**src/core/pfs_defines.svh**
```systemverilog
// How it works
// - pulse rate becomes a 10-bit proportional value
// - input is always active low, polarity ignored
// - measures pulse rates from 10 Hz to 20 kHz
// - read-only input rate in hertz, 0..65535, saturating
// - read-only signed input percent after offset, gain
// - enabled: pin function ignored, status bit1 zero
// - disabled: input idle, both readbacks held zero
// - normalise, clamp, scale, add offset, apply gain
// - gain accepted 0.000..9.999, default 1.000
// - band limits 10..20000 Hz, defaults 10/10000
// - negative result keeps its sign downstream
// - result filtered with shared filter time constant
// - pulse output only on second transistor pin
// - read-only output percent 0.0..100.0 of range
// - read-only generated output rate in hertz
// - select 15 keeps pin as ordinary output
// - output limits 10..20000 Hz, defaults 10/10000
`ifndef PFS_DEFINES_SVH
`define PFS_DEFINES_SVH
`define PFS_CLK_HZ 200000000
`define PFS_GATE_MS 1000
`define PFS_HZ_LO 16'h000A
`define PFS_HZ_HI 16'h4E20
`define PFS_HZ_MAX_DEF 16'h2710
`define PFS_GAIN_MAX 16'h270F
`define PFS_GAIN_DEF 16'h03E8
`define PFS_GAIN_UNIT 27'sh00003E8
`define PFS_PCT_FULL 16'h03E8
`define PFS_PCT_POS 16'sh03E8
`define PFS_PCT_NEG -16'sh03E8
`define PFS_NORM_FULL 10'h3FF
`define PFS_FO_OFF 5'h0F
`define PFS_DI2_BIT 1
`define PFS_EDGE_SAT 16'hFFFF
`endif

```
**src/core/pfs_pkg.sv**
```systemverilog
package pfs_pkg;
  // input scaler settings, values in Hz, 0.001 gain and 0.1 percent
  typedef struct packed {
    logic [15:0] enable;
    logic [15:0] gain;
    logic [15:0] minHz;
    logic [15:0] offset;
    logic [15:0] maxHz;
  } pfs_in_cfg_t;
  // output generator settings
  typedef struct packed {
    logic [4:0] funcSel;
    logic [15:0] minHz;
    logic [15:0] maxHz;
  } pfs_out_cfg_t;
  typedef enum logic [2:0] {
    MEAS_OFF = 3'b001,
    MEAS_COUNT = 3'b010,
    MEAS_LATCH = 3'b100
  } pfs_meas_t;
endpackage

```
**src/core/pfs_sync.sv**
```systemverilog
`timescale 1ns/1ps
`default_nettype none
module pfs_sync #(
  parameter logic RESET_VAL = 1'b1
) (
  input wire logic clk,
  input wire logic reset_n,
  input wire logic clkEnable,
  input wire logic asyncIn,
  output logic syncOut
);
  logic stage1_ff;
  logic stage2_ff;
  // two-stage synchroniser, first stage feeds only the second
  always_ff @(posedge clk) begin
    if (!reset_n) begin
      stage1_ff <= RESET_VAL;
      stage2_ff <= RESET_VAL;
    end else if (clkEnable) begin
      stage1_ff <= asyncIn;
      stage2_ff <= stage1_ff;
    end
  end
  assign syncOut = stage2_ff;
endmodule
`default_nettype wire

```
**src/core/pfs_pulse_gen.sv**
```systemverilog
`timescale 1ns/1ps
`default_nettype none
module pfs_pulse_gen #(
  parameter int PW = 24
) (
  input wire logic clk,
  input wire logic reset_n,
  input wire logic clkEnable,
  input wire logic run,
  input wire logic [PW-1:0] halfPeriod,
  output logic pulseOut
);
  logic [PW-1:0] cnt_ff;
  logic level_ff;
  if (PW < 2) begin : g_chk
    $error("pfs_pulse_gen: PW too small");
  end
  // half-period divider, square wave toggles at each wrap
  always_ff @(posedge clk) begin
    if (!reset_n || !run) begin
      cnt_ff <= '0;
      level_ff <= 1'b0;
    end else if (clkEnable) begin
      if (cnt_ff + 1'b1 >= halfPeriod) begin
        cnt_ff <= '0;
        level_ff <= ~level_ff;
      end else begin
        cnt_ff <= cnt_ff + 1'b1;
      end
    end
  end
  assign pulseOut = level_ff;
endmodule
`default_nettype wire

```
**src/core/pfs_scaler.sv**
```systemverilog
`timescale 1ns/1ps
`default_nettype none
`include "pfs_defines.svh"
module pfs_scaler #(
  parameter int GATE_CYCLES = (`PFS_CLK_HZ / 1000) * `PFS_GATE_MS,
  parameter int HALF_W = 24
) (
  input wire logic clk,
  input wire logic reset_n,
  input wire logic clkEnable,
  input wire logic pulseRateInputPin,
  input wire pfs_pkg::pfs_in_cfg_t inCfg,
  input wire logic [2:0] sharedFilterTimeConstant,
  input wire logic [7:0] digitalInputStatusRaw,
  input wire pfs_pkg::pfs_out_cfg_t outCfg,
  input wire logic [15:0] outSourcePercent,
  input wire logic digitalOutValue,
  output logic [15:0] inFreqHertz,
  output logic [15:0] inFreqPercent,
  output logic [9:0] inFreqNormalised,
  output logic [7:0] digitalInputStatusWord,
  output logic secondInputFunctionActive,
  output logic secondTransistorOutputPin,
  output logic [15:0] outFreqPercent,
  output logic [15:0] outFreqHertz
);
  import pfs_pkg::*;

  localparam int GW = $clog2(GATE_CYCLES + 1);
  localparam logic [GW-1:0] GATE_LAST = GW'(GATE_CYCLES - 1);
  localparam logic [31:0] HALF_CLK = 32'(`PFS_CLK_HZ / 2);

  // refuse settings the counters cannot hold
  if (GATE_CYCLES < 2) begin : g_chk_gate
    $error("pfs_scaler: GATE_CYCLES must be at least 2");
  end
  if (HALF_W < 24 || HALF_W > 31) begin : g_chk_half
    $error("pfs_scaler: HALF_W must lie in 24..31");
  end

  pfs_meas_t state_ff;
  pfs_meas_t nxt_state;
  logic pinSync;
  logic pinPrev_ff;
  logic edgeSeen;
  logic enabled;
  logic [GW-1:0] gate_ff;
  logic gateEnd;
  logic [15:0] edgeCnt_ff;
  logic [15:0] hzRaw_ff;
  logic [15:0] inHz_ff;
  logic signed [15:0] filt_ff;
  logic [9:0] norm_ff;
  logic [7:0] diStatus_ff;
  logic funcActive_ff;

  // clamped input settings
  logic [15:0] gainC;
  logic [15:0] minC;
  logic [15:0] maxC;
  logic signed [15:0] offC;
  // scaler arithmetic
  logic signed [16:0] num;
  logic signed [16:0] span;
  logic [9:0] normVal;
  logic [15:0] pctNorm;
  logic signed [16:0] pctSum;
  logic signed [26:0] pctProd;
  logic signed [26:0] pctScaled;
  logic signed [15:0] pctTarget;
  logic signed [16:0] filtDiff;
  logic signed [16:0] filtStep;

  // output generator signals
  logic [15:0] outMinC;
  logic [15:0] outMaxC;
  logic [15:0] outSpan;
  logic [15:0] outPctC;
  logic [15:0] outHzVal;
  logic outActive;
  logic [HALF_W-1:0] halfVal;
  logic [HALF_W-1:0] half_ff;
  logic outRun_ff;
  logic pulseLevel;
  logic [15:0] outPct_ff;
  logic [15:0] outHz_ff;
  logic do2_ff;

  assign enabled = inCfg.enable[0];

  // input pin is synchronised before anything looks at it
  pfs_sync #(
    .RESET_VAL(1'b1)
  ) u_sync (
    .clk(clk),
    .reset_n(reset_n),
    .clkEnable(clkEnable),
    .asyncIn(pulseRateInputPin),
    .syncOut(pinSync)
  );

  // previous synchronised level for edge detection
  always_ff @(posedge clk) begin
    if (!reset_n) begin
      pinPrev_ff <= 1'b1;
    end else if (clkEnable) begin
      pinPrev_ff <= pinSync;
    end
  end

  // active edge is high-to-low, whatever the general polarity
  assign edgeSeen = pinPrev_ff & ~pinSync;

  // measurement sequencer
  always_comb begin
    nxt_state = state_ff;
    case (state_ff)
      MEAS_OFF: begin
        if (enabled) begin
          nxt_state = MEAS_COUNT;
        end
      end
      MEAS_COUNT: begin
        if (!enabled) begin
          nxt_state = MEAS_OFF;
        end else if (gateEnd) begin
          nxt_state = MEAS_LATCH;
        end
      end
      MEAS_LATCH: begin
        nxt_state = enabled ? MEAS_COUNT : MEAS_OFF;
      end
      default: begin
        nxt_state = MEAS_OFF;
      end
    endcase
  end

  always_ff @(posedge clk) begin
    if (!reset_n) begin
      state_ff <= MEAS_OFF;
    end else if (clkEnable) begin
      state_ff <= nxt_state;
    end
  end

  // fixed gate timer, runs while the input is enabled
  assign gateEnd = (gate_ff == GATE_LAST);

  always_ff @(posedge clk) begin
    if (!reset_n) begin
      gate_ff <= '0;
    end else if (clkEnable) begin
      if (!enabled || state_ff == MEAS_OFF) begin
        gate_ff <= '0;
      end else if (gateEnd) begin
        gate_ff <= '0;
      end else begin
        gate_ff <= gate_ff + 1'b1;
      end
    end
  end

  // edge counter, saturates; an edge at the gate end opens the next gate
  always_ff @(posedge clk) begin
    if (!reset_n) begin
      edgeCnt_ff <= '0;
      hzRaw_ff <= '0;
    end else if (clkEnable) begin
      if (!enabled || state_ff == MEAS_OFF) begin
        edgeCnt_ff <= '0;
        hzRaw_ff <= '0;
      end else if (gateEnd) begin
        hzRaw_ff <= edgeCnt_ff;
        edgeCnt_ff <= {15'h0000, edgeSeen};
      end else if (edgeSeen && edgeCnt_ff != `PFS_EDGE_SAT) begin
        edgeCnt_ff <= edgeCnt_ff + 1'b1;
      end
    end
  end

  // settings held inside their accepted ranges
  always_comb begin
    gainC = (inCfg.gain > `PFS_GAIN_MAX) ? `PFS_GAIN_MAX : inCfg.gain;
    minC = inCfg.minHz;
    if (minC < `PFS_HZ_LO) begin
      minC = `PFS_HZ_LO;
    end else if (minC > `PFS_HZ_HI) begin
      minC = `PFS_HZ_HI;
    end
    maxC = inCfg.maxHz;
    if (maxC < `PFS_HZ_LO) begin
      maxC = `PFS_HZ_LO;
    end else if (maxC > `PFS_HZ_HI) begin
      maxC = `PFS_HZ_HI;
    end
    offC = $signed(inCfg.offset);
    if (offC > `PFS_PCT_POS) begin
      offC = `PFS_PCT_POS;
    end else if (offC < `PFS_PCT_NEG) begin
      offC = `PFS_PCT_NEG;
    end
  end

  // band normalisation to ten bits, clamped to 0..1
  always_comb begin
    num = $signed({1'b0, hzRaw_ff}) - $signed({1'b0, minC});
    span = $signed({1'b0, maxC}) - $signed({1'b0, minC});
    if (num <= 17'sh00000) begin
      normVal = 10'h000;
    end else if (num >= span) begin
      normVal = `PFS_NORM_FULL;
    end else begin
      normVal = 10'((32'(num) * 32'(`PFS_NORM_FULL)) / 32'(span));
    end
  end

  // percent of full scale, offset added, then gain applied
  always_comb begin
    pctNorm = 16'((32'(normVal) * 32'(`PFS_PCT_FULL)) / 32'(`PFS_NORM_FULL));
    pctSum = $signed({1'b0, pctNorm}) + 17'(offC);
    pctProd = 27'(pctSum) * $signed({11'h000, gainC});
    pctScaled = pctProd / `PFS_GAIN_UNIT;
    if (pctScaled > 27'(`PFS_PCT_POS)) begin
      pctTarget = `PFS_PCT_POS;
    end else if (pctScaled < 27'(`PFS_PCT_NEG)) begin
      pctTarget = `PFS_PCT_NEG;
    end else begin
      pctTarget = 16'(pctScaled);
    end
  end

  // first-order filter step, time constant shared with analog input
  always_comb begin
    filtDiff = 17'(pctTarget) - 17'(filt_ff);
    filtStep = filtDiff >>> sharedFilterTimeConstant;
  end

  // readbacks refresh once per gate, cleared while disabled
  always_ff @(posedge clk) begin
    if (!reset_n) begin
      inHz_ff <= '0;
      filt_ff <= '0;
      norm_ff <= '0;
    end else if (clkEnable) begin
      if (!enabled) begin
        inHz_ff <= '0;
        filt_ff <= '0;
        norm_ff <= '0;
      end else if (state_ff == MEAS_LATCH) begin
        inHz_ff <= hzRaw_ff;
        filt_ff <= 16'(17'(filt_ff) + filtStep);
        norm_ff <= normVal;
      end
    end
  end

  // pin takeover: status bit forced low, ordinary function released
  always_ff @(posedge clk) begin
    if (!reset_n) begin
      diStatus_ff <= '0;
      funcActive_ff <= 1'b1;
    end else if (clkEnable) begin
      diStatus_ff <= digitalInputStatusRaw;
      if (enabled) begin
        diStatus_ff[`PFS_DI2_BIT] <= 1'b0;
      end
      funcActive_ff <= ~enabled;
    end
  end

  // output settings and source percent held in range
  always_comb begin
    outMinC = outCfg.minHz;
    if (outMinC < `PFS_HZ_LO) begin
      outMinC = `PFS_HZ_LO;
    end else if (outMinC > `PFS_HZ_HI) begin
      outMinC = `PFS_HZ_HI;
    end
    outMaxC = outCfg.maxHz;
    if (outMaxC < `PFS_HZ_LO) begin
      outMaxC = `PFS_HZ_LO;
    end else if (outMaxC > `PFS_HZ_HI) begin
      outMaxC = `PFS_HZ_HI;
    end
    outSpan = (outMaxC > outMinC) ? (outMaxC - outMinC) : 16'h0000;
    if ($signed(outSourcePercent) < 16'sh0000) begin
      outPctC = 16'h0000;
    end else if (outSourcePercent > `PFS_PCT_FULL) begin
      outPctC = `PFS_PCT_FULL;
    end else begin
      outPctC = outSourcePercent;
    end
  end

  // generated rate and half period of the square wave
  always_comb begin
    outActive = (outCfg.funcSel != `PFS_FO_OFF);
    outHzVal = outMinC + 16'((32'(outPctC) * 32'(outSpan)) / 32'(`PFS_PCT_FULL));
    halfVal = HALF_W'(HALF_CLK / 32'(outHzVal));
  end

  // registered generator settings and readbacks
  always_ff @(posedge clk) begin
    if (!reset_n) begin
      half_ff <= '1;
      outRun_ff <= 1'b0;
      outPct_ff <= '0;
      outHz_ff <= '0;
    end else if (clkEnable) begin
      half_ff <= halfVal;
      outRun_ff <= outActive;
      outPct_ff <= outActive ? outPctC : 16'h0000;
      outHz_ff <= outActive ? outHzVal : 16'h0000;
    end
  end

  pfs_pulse_gen #(
    .PW(HALF_W)
  ) u_gen (
    .clk(clk),
    .reset_n(reset_n),
    .clkEnable(clkEnable),
    .run(outRun_ff),
    .halfPeriod(half_ff),
    .pulseOut(pulseLevel)
  );

  // the second transistor pin is the only pulse output
  always_ff @(posedge clk) begin
    if (!reset_n) begin
      do2_ff <= 1'b0;
    end else if (clkEnable) begin
      do2_ff <= outRun_ff ? pulseLevel : digitalOutValue;
    end
  end

  // outputs straight from flip-flops
  assign inFreqHertz = inHz_ff;
  assign inFreqPercent = filt_ff;
  assign inFreqNormalised = norm_ff;
  assign digitalInputStatusWord = diStatus_ff;
  assign secondInputFunctionActive = funcActive_ff;
  assign secondTransistorOutputPin = do2_ff;
  assign outFreqPercent = outPct_ff;
  assign outFreqHertz = outHz_ff;
endmodule
`default_nettype wire

```
**config.mk**
```make
export PLATFORM = sky130hd
export DESIGN_NAME = pfs_scaler
export DESIGN_NICKNAME = d
export VERILOG_FILES = /design/src/core/pfs_pkg.sv /design/src/core/pfs_sync.sv /design/src/core/pfs_pulse_gen.sv /design/src/core/pfs_scaler.sv
export VERILOG_INCLUDE_DIRS = /design/src /design/src/core
export SDC_FILE = /design/constraint.sdc
export NUM_CORES = 2
export LEC_CHECK = 0
export CAP_MARGIN = 20
export CORE_ASPECT_RATIO = 1.4
export CORE_MARGIN = 2
export CORE_UTILIZATION = 35
export CTS_BUF_LIST = sky130_fd_sc_hd__clkbuf_4 sky130_fd_sc_hd__clkbuf_8
export DETAILED_ROUTE_END_ITERATION = 10
export DONT_BUFFER_PORTS = 1
export HOLD_SLACK_MARGIN = 0.08
export PLACE_DENSITY = 0.55
export SETUP_SLACK_MARGIN = 0.02
export SLEW_MARGIN = 20
export SYNTH_ARGS = -nofsm -noshare
export SYNTH_HDL_FRONTEND = slang
export SYNTH_HIERARCHICAL = 1
export SYNTH_SLANG_ARGS = --single-unit
```
**constraint.sdc**
```tcl
create_clock -name clk -period 649.3 [get_ports clk]
set_input_delay 129.86 -clock clk [delete_from_list [all_inputs] [get_ports clk]]
set_output_delay 129.86 -clock clk [all_outputs]
set_load 0.1 [all_outputs]
```
* Word level (Yosys, flattened, before mapping)
Cells that the tools add are included.
** Word-level totals
- Register bits after elaboration :: 200
- Word-level logic and storage cells :: 125
- Input port bits :: 149
- Output and inout port bits :: 84
** Operators by class
- $lt $le $gt $ge :: 19
- Reductions and logical operators :: 13
- Shift-type cells :: 1
- Divide/modulo/power cells :: 5
- Multiply operators :: 4
- Add/sub/neg operators :: 10
- Eq/ne operators :: 9
- Bitwise gates (word level) :: 4
- Multiplexer cells :: 41
** Operators with widths (number)
- two-way mux 16 bit :: 27
- greater-than comparator 16 x 15 -> 1 bit, second input constant :: 4
- < comparator 16 x 4 -> 1 bit, second input constant :: 4
- two-way mux 28 bit :: 2
- subtractor 16 x 16 -> 17 bit :: 3
- two-way mux 10 bit :: 4
- adder 16 bit :: 2
- divider 20 x 10 -> 32 bit, second input constant :: 1
- divider 27 x 16 -> 32 bit, first input constant :: 1
- divider 32 x 10 -> 32 bit, second input constant :: 1
- divider 32 x 32 -> 32 bit :: 1
- multiplier 16 x 16 -> 32 bit :: 1
- adder 28 x 1 -> 28 bit, second input constant :: 1
- == test 28 bit, second input constant :: 1
- multiplier 17 x 11 -> 28 bit, second input constant :: 1
- divider 27 x 11 -> 27 bit, second input constant :: 1
- greater-than comparator 27 x 11 -> 1 bit, second input constant :: 1
- < comparator 27 x 11 -> 1 bit, second input constant :: 1
- multiplier 17 x 17 -> 27 bit :: 1
- adder 24 x 1 -> 24 bit, second input constant :: 1
- greater-or-equal comparator 24 bit :: 1
- two-way mux 24 bit :: 1
- adder 17 x 16 -> 17 bit :: 1
- greater-or-equal comparator 17 bit :: 1
- other kinds (32) :: 43

* Longest topological paths before layout
- Depth in word-level cells :: 21
- Mapped depth :: 907
- Depth with buffers taken out :: 862

* Modules after synthesis
The synthesis kept the hierarchy.
** By module, submodules not included
- pfs_scaler :: times used 1, area each 93014.2 um^2, sequential area each 3443.3 um^2, cells an instance 12605
- pfs_pulse_gen :: times used 1, area each 2070.7 um^2, sequential area each 500.5 um^2, cells an instance 244
- pfs_sync :: times used 1, area each 67.6 um^2, sequential area each 40.0 um^2, cells an instance 6

* Worst setup path after synthesis
No wires, ideal clock.
- Kind :: input -> register
- Start :: input inCfg[33] in the netlist's numbering
- End :: register filt_ff[15] (netlist: inFreqPercent[15])
- Stages on the path :: 877
- Data arrival time :: 295532 ps
- Required time :: 649172 ps
- Setup time :: 128 ps
- Buffers on the path :: 42
- Setup slack :: 353641 ps
- Cell sequence :: or4_1 o21ai_0 a21oi_1 o31ai_1 nor2b_1 clkbuf_1 a21o_1 inv_1 ha_1 nor2b_1 o21ai_0 nand2b_1 maj3_1 a21oi_1 o21bai_1 a21oi_1 xnor2_1 inv_1 (+841 left out) a21o_1 a21o_1 a21o_1 a21oi_1 nor2b_1 o21ai_0 nand2b_1 a21o_1 a21oi_1 o21bai_1 a21oi_1 o21bai_1 a21oi_1 xor2_1 a21oi_1 nor2_1 nor2_1 nor2_1
** On the way
- Word-level cells in the longest chain between the ends :: 21
- Elaborated cells on any way between the ends :: 26
- Classes of those cells :: 5 x add/sub; 3 x mul; 3 x div; 6 x order compare; 1 x shift; 8 x mux
** RTL lines
- from (decl) :: line pfs_scaler.sv:12 : input wire pfs_pkg::pfs_in_cfg_t inCfg,
- greater-than comparator 16 x 15 -> 1 bit (no source line)
- two-way mux 16 bit :: line pfs_scaler.sv:188 : end else if (minC > `PFS_HZ_HI) begin
- two-way mux 16 bit (*) :: line pfs_scaler.sv:186 : if (minC < `PFS_HZ_LO) begin
- subtractor 16 x 16 -> 17 bit :: line pfs_scaler.sv:207 : num = $signed({1'b0, hzRaw_ff}) - $signed({1'b0, minC});
- multiplier 17 x 11 -> 28 bit :: line pfs_scaler.sv:214 : normVal = 10'((32'(num) * 32'(`PFS_NORM_FULL)) / 32'(span));
- divider 32 x 32 -> 32 bit :: line pfs_scaler.sv:214
- two-way mux 10 bit :: line pfs_scaler.sv:211 : end else if (num >= span) begin
- two-way mux 10 bit (*) :: line pfs_scaler.sv:209 : if (num <= 17'sh00000) begin
- (+5 left out)
- < comparator 27 x 11 -> 1 bit :: line pfs_scaler.sv:226 : end else if (pctScaled < 27'(`PFS_PCT_NEG)) begin
- two-way mux 16 bit :: line pfs_scaler.sv:226
- two-way mux 16 bit (*) :: line pfs_scaler.sv:224 : if (pctScaled > 27'(`PFS_PCT_POS)) begin
- subtractor 16 x 16 -> 17 bit (*) :: line pfs_scaler.sv:235 : filtDiff = 17'(pctTarget) - 17'(filt_ff);
- >>> shifter 17 x 3 -> 16 bit (*) :: line pfs_scaler.sv:236 : filtStep = filtDiff >>> sharedFilterTimeConstant;
- adder 16 bit (*) :: line pfs_scaler.sv:252 : filt_ff <= 16'(17'(filt_ff) + filtStep);
- two-way mux 16 bit (*) :: line pfs_scaler.sv:250 : end else if (state_ff == MEAS_LATCH) begin
- two-way mux 16 bit (*) :: line pfs_scaler.sv:246 : if (!enabled) begin
- to (signal assigned) :: line pfs_scaler.sv:252
- to (decl) :: line pfs_scaler.sv:52 : logic signed [15:0] filt_ff;
Every way passes the cells marked *; elsewhere a longest branch is shown, timed or not. The select of a mux whose other input is x is not followed.
A chain may end at the register's enable or synchronous reset.

==> summary.txt <==
Route
  • Routed len/inst: 17.4 um
  • Final antenna-violating net count: 0
  • Vias: 90677
  • DRC: 0
  • Total wire length: 284000 um
  • Vias/cell: 5.56
  • Drt pass-1 iters: 8
  • Detailed Route Iter0 Violations: 4342

Placed design
  • IO buf count: 0
  • Placed Cells: 16280
  • Routability-driven placement congestion ratio: 0.897
  • DP HPWL: 233000 um

Clock network
  • Clock Latency Late Sink: 0.70 ns
  • CTS tree: yes
  • Post-CTS Hold Buffers: 0
  • H-tree depth: 4
  • Number of CTS-inserted buffers: 17
  • Post-CTS Setup Repair Bufs: 0
  • Clk sinks: 199
  • Clk buf depth: 2
  • Cts repair resizes: 0
  • Reg clk slew, reported paths: 0.15 ns
  • CTS root buffer: clkbuf_8

Synth
  • Post-synth ARST share: 0
  • Most used flip-flop cell after synthesis: dfxtp_1
  • Post-synth top area cell: ha_1
  • Synth Warn #: 6
  • Top cells by area, synth: ha_1 18%, fa_1 11%, nor2_1 4.9%
  • Yosys top cell area share: 0.177
  • Distinct cells, synth: 155
  • Post-Syn Instances: 12855
  • Cell Area, Synth: 95200 sq um
  • Syn avg cell area: 7.40 sq um
  • EDFF count, synth: 0
  • Sequential-to-total area share from yosys stat: 0.0419
  • Synth Register Bits: 199

Status
  • Status: finished clean

Cells and area
  • Nets: 14797
  • Area delta synth->final: 5.55%
  • Fillers: 28854
  • Post-layout util: 0.371
  • Post-Layout Cell Count: 16313
  • Layout cells sized above 1: 0.0612

Timing
  • Setup clock skew after layout: 0.0395 ns
  • Highest clock rate: 3.17 MHz
  • Period utilization: 0.485
  • Slew @ Worst Pin: 1.21 ns
  • Slew Limit Fails: 0
  • Final Setup Violations: 0
  • Hold Vio Cnt, Final: 0
  • RSZ-0062 raised after global routing: false
  • Fin Setup TNS: 0 ns
  • Rel. slew slack: 0.189
  • Post-layout min period: 314.99 ns

Floorplan
  • Starting Density: 0.352
  • Num rows: 226
  • Core Area: 271000 sq um
  • Die Height: 621 um
  • Die width: 445 um
  • Io pins: 233
  • Area of the die: 276000 sq um

Worst setup path
  • Critical Path RT: 649.93 ns
  • Crit. End Element: flop
  • Worst-path fanout max: 58
  • R2r setup slk: 465.17 ns
  • Critical Path Max Stage Delay: 1.03 ns
  • Cell mode on critical path: o21a_1
  • WP data arrival: 315.62 ns
  • WS Path Type: in2reg
  • CP Launch Type: input pin
  • Slowest CP cell: a2111oi_0

Hold path
  • Min-Delay Path Class: reg2reg

Global route
  • Total GRT Usage: 0.202
  • Largest net degree at the start of global routing: 71
  • GRT overflow: 0
  • Vias in the first global route: 89571
  • First-pass GRT wire length: 463000 um
  • Initial antenna violation count: 7

Flow run
  • Max Cap Viol: 0
==> sequential cells by signal (all words and copies together), names as in the netlist, 8 cells and up <==
register	flops
digitalInputStatusWord	8
edgeCnt_ff	16
gate_ff	28
half_ff	24
hzRaw_ff	16
inFreqHertz	16
inFreqNormalised	10
inFreqPercent	16
outFreqHertz	16
outFreqPercent	15
u_gen/cnt_ff	24
==> area by class of cell <==
cell class	count	area, sq um	area share
Antenna cell	1	2.50	0.0000249
Inverter	1104	4150	0.0414
Clock buffer	19	249	0.00248
Sequential cell	199	3990	0.0397
Tap cell	3534	4420	0.0440
Multi-Input combinational cell	11280	86200	0.859
Timing Repair Buffer	163	1220	0.0122
Clock inverter	13	155	0.00154
==> cells by family after synthesis <==
logic type / count (synthesis) / share of synthesized area
other cells: 2 / 0.0000789
flops: 199 / 0.0419
mux: 437 / 0.0502
buf+inv: 1485 / 0.0598
xor+xnor: 764 / 0.0711
simple gates: 4487 / 0.225
fa+ha+maj: 1895 / 0.291
compound gates: 3586 / 0.261
==> path summary, 6_finish.rpt <==
kind                                  start  cells after the start                end
worst max-delay path              inCfg[33]                    925  inFreqPercent[15]
worst min-delay path             half_ff[1]                      2         half_ff[1]
worst max register to register  hzRaw_ff[1]                    848  inFreqPercent[15]
worst min register to register   half_ff[1]                      2         half_ff[1]
==> placed cells by master (no fill, tap or decap), types with 391 or more instances in the layout <==
| cell | netlist | layout |
|---|---|---|
| nand2_1 | 1169 | 1168 |
| inv_1 | 1093 | 1088 |
| ha_1 | 1346 | 1344 |
| nor2_1 | 1245 | 1240 |
| o21a_1 | 602 | 602 |
| xnor2_1 | 447 | 431 |
| fa_1 | 537 | 537 |
| a21o_1 | 391 | 391 |
| o21ai_0 | 551 | 551 |
| a21oi_1 | 715 | 712 |
| nor3_1 | 643 | 641 |
==> stage by stage <==
stage	setup WS [ns]	hold slack [ns]	area, sq um
after floorplan	353.64	0.433	95600
after global placement	334.76	0.446	100000
after detailed placement	333.94	0.458	100000
after CTS	334.16	0.490	100000
after global routing	318.47	0.511	100000
final	334.31	0.483	100000
==> per-layer routing <==
layer | vias to the layer above | part of all wire | global-route usage
met5 | - | 0 | 0
met3 | 359 | 0.025 | 0.0141
li1 | 45940 | - | -
met1 | 43080 | 0.42 | 0.234
met2 | 1298 | 0.52 | 0.389
met4 | 0 | 0.036 | 0.0668
==> cells in the mapped netlist, types with 26 or more instances <==
cell type,instances
a211o_1,40
a211oi_1,82
a21boi_0,37
a21o_1,391
a21oi_1,715
a22o_1,36
a22oi_1,64
a31oi_1,86
and2_1,172
and3_1,112
and4_1,36
buf_1,27
buf_2,34
clkbuf_1,304
dfxtp_1,199
fa_1,537
ha_1,1346
inv_1,1093
mux2_2,288
mux2i_1,140
nand2_1,1169
nand2b_1,195
nand3_1,242
nand3b_1,27
nand4_1,166
nor2_1,1245
nor2b_1,121
nor3_1,643
nor4_1,73
o2111ai_1,26
o211ai_1,78
o21a_1,602
o21ai_0,551
o21ai_1,39
o21bai_1,95
o22ai_1,29
o31ai_1,302
or2_2,75
or3_1,76
or4_1,28
xnor2_1,447
xor2_1,309
==> critical path, delay by kind of cell <==
kind | cells | cell delay (ns)
compound gates | 600 | 125.96
simple gates | 160 | 32.49
fa+ha+maj | 65 | 24.28
buf+inv | 64 | 11.07
mux | 23 | 6.27
xor+xnor | 13 | 4.23
Power is not shown: default switching activity piles up to over one toggle a cycle in this logic, so the estimate is an artifact.
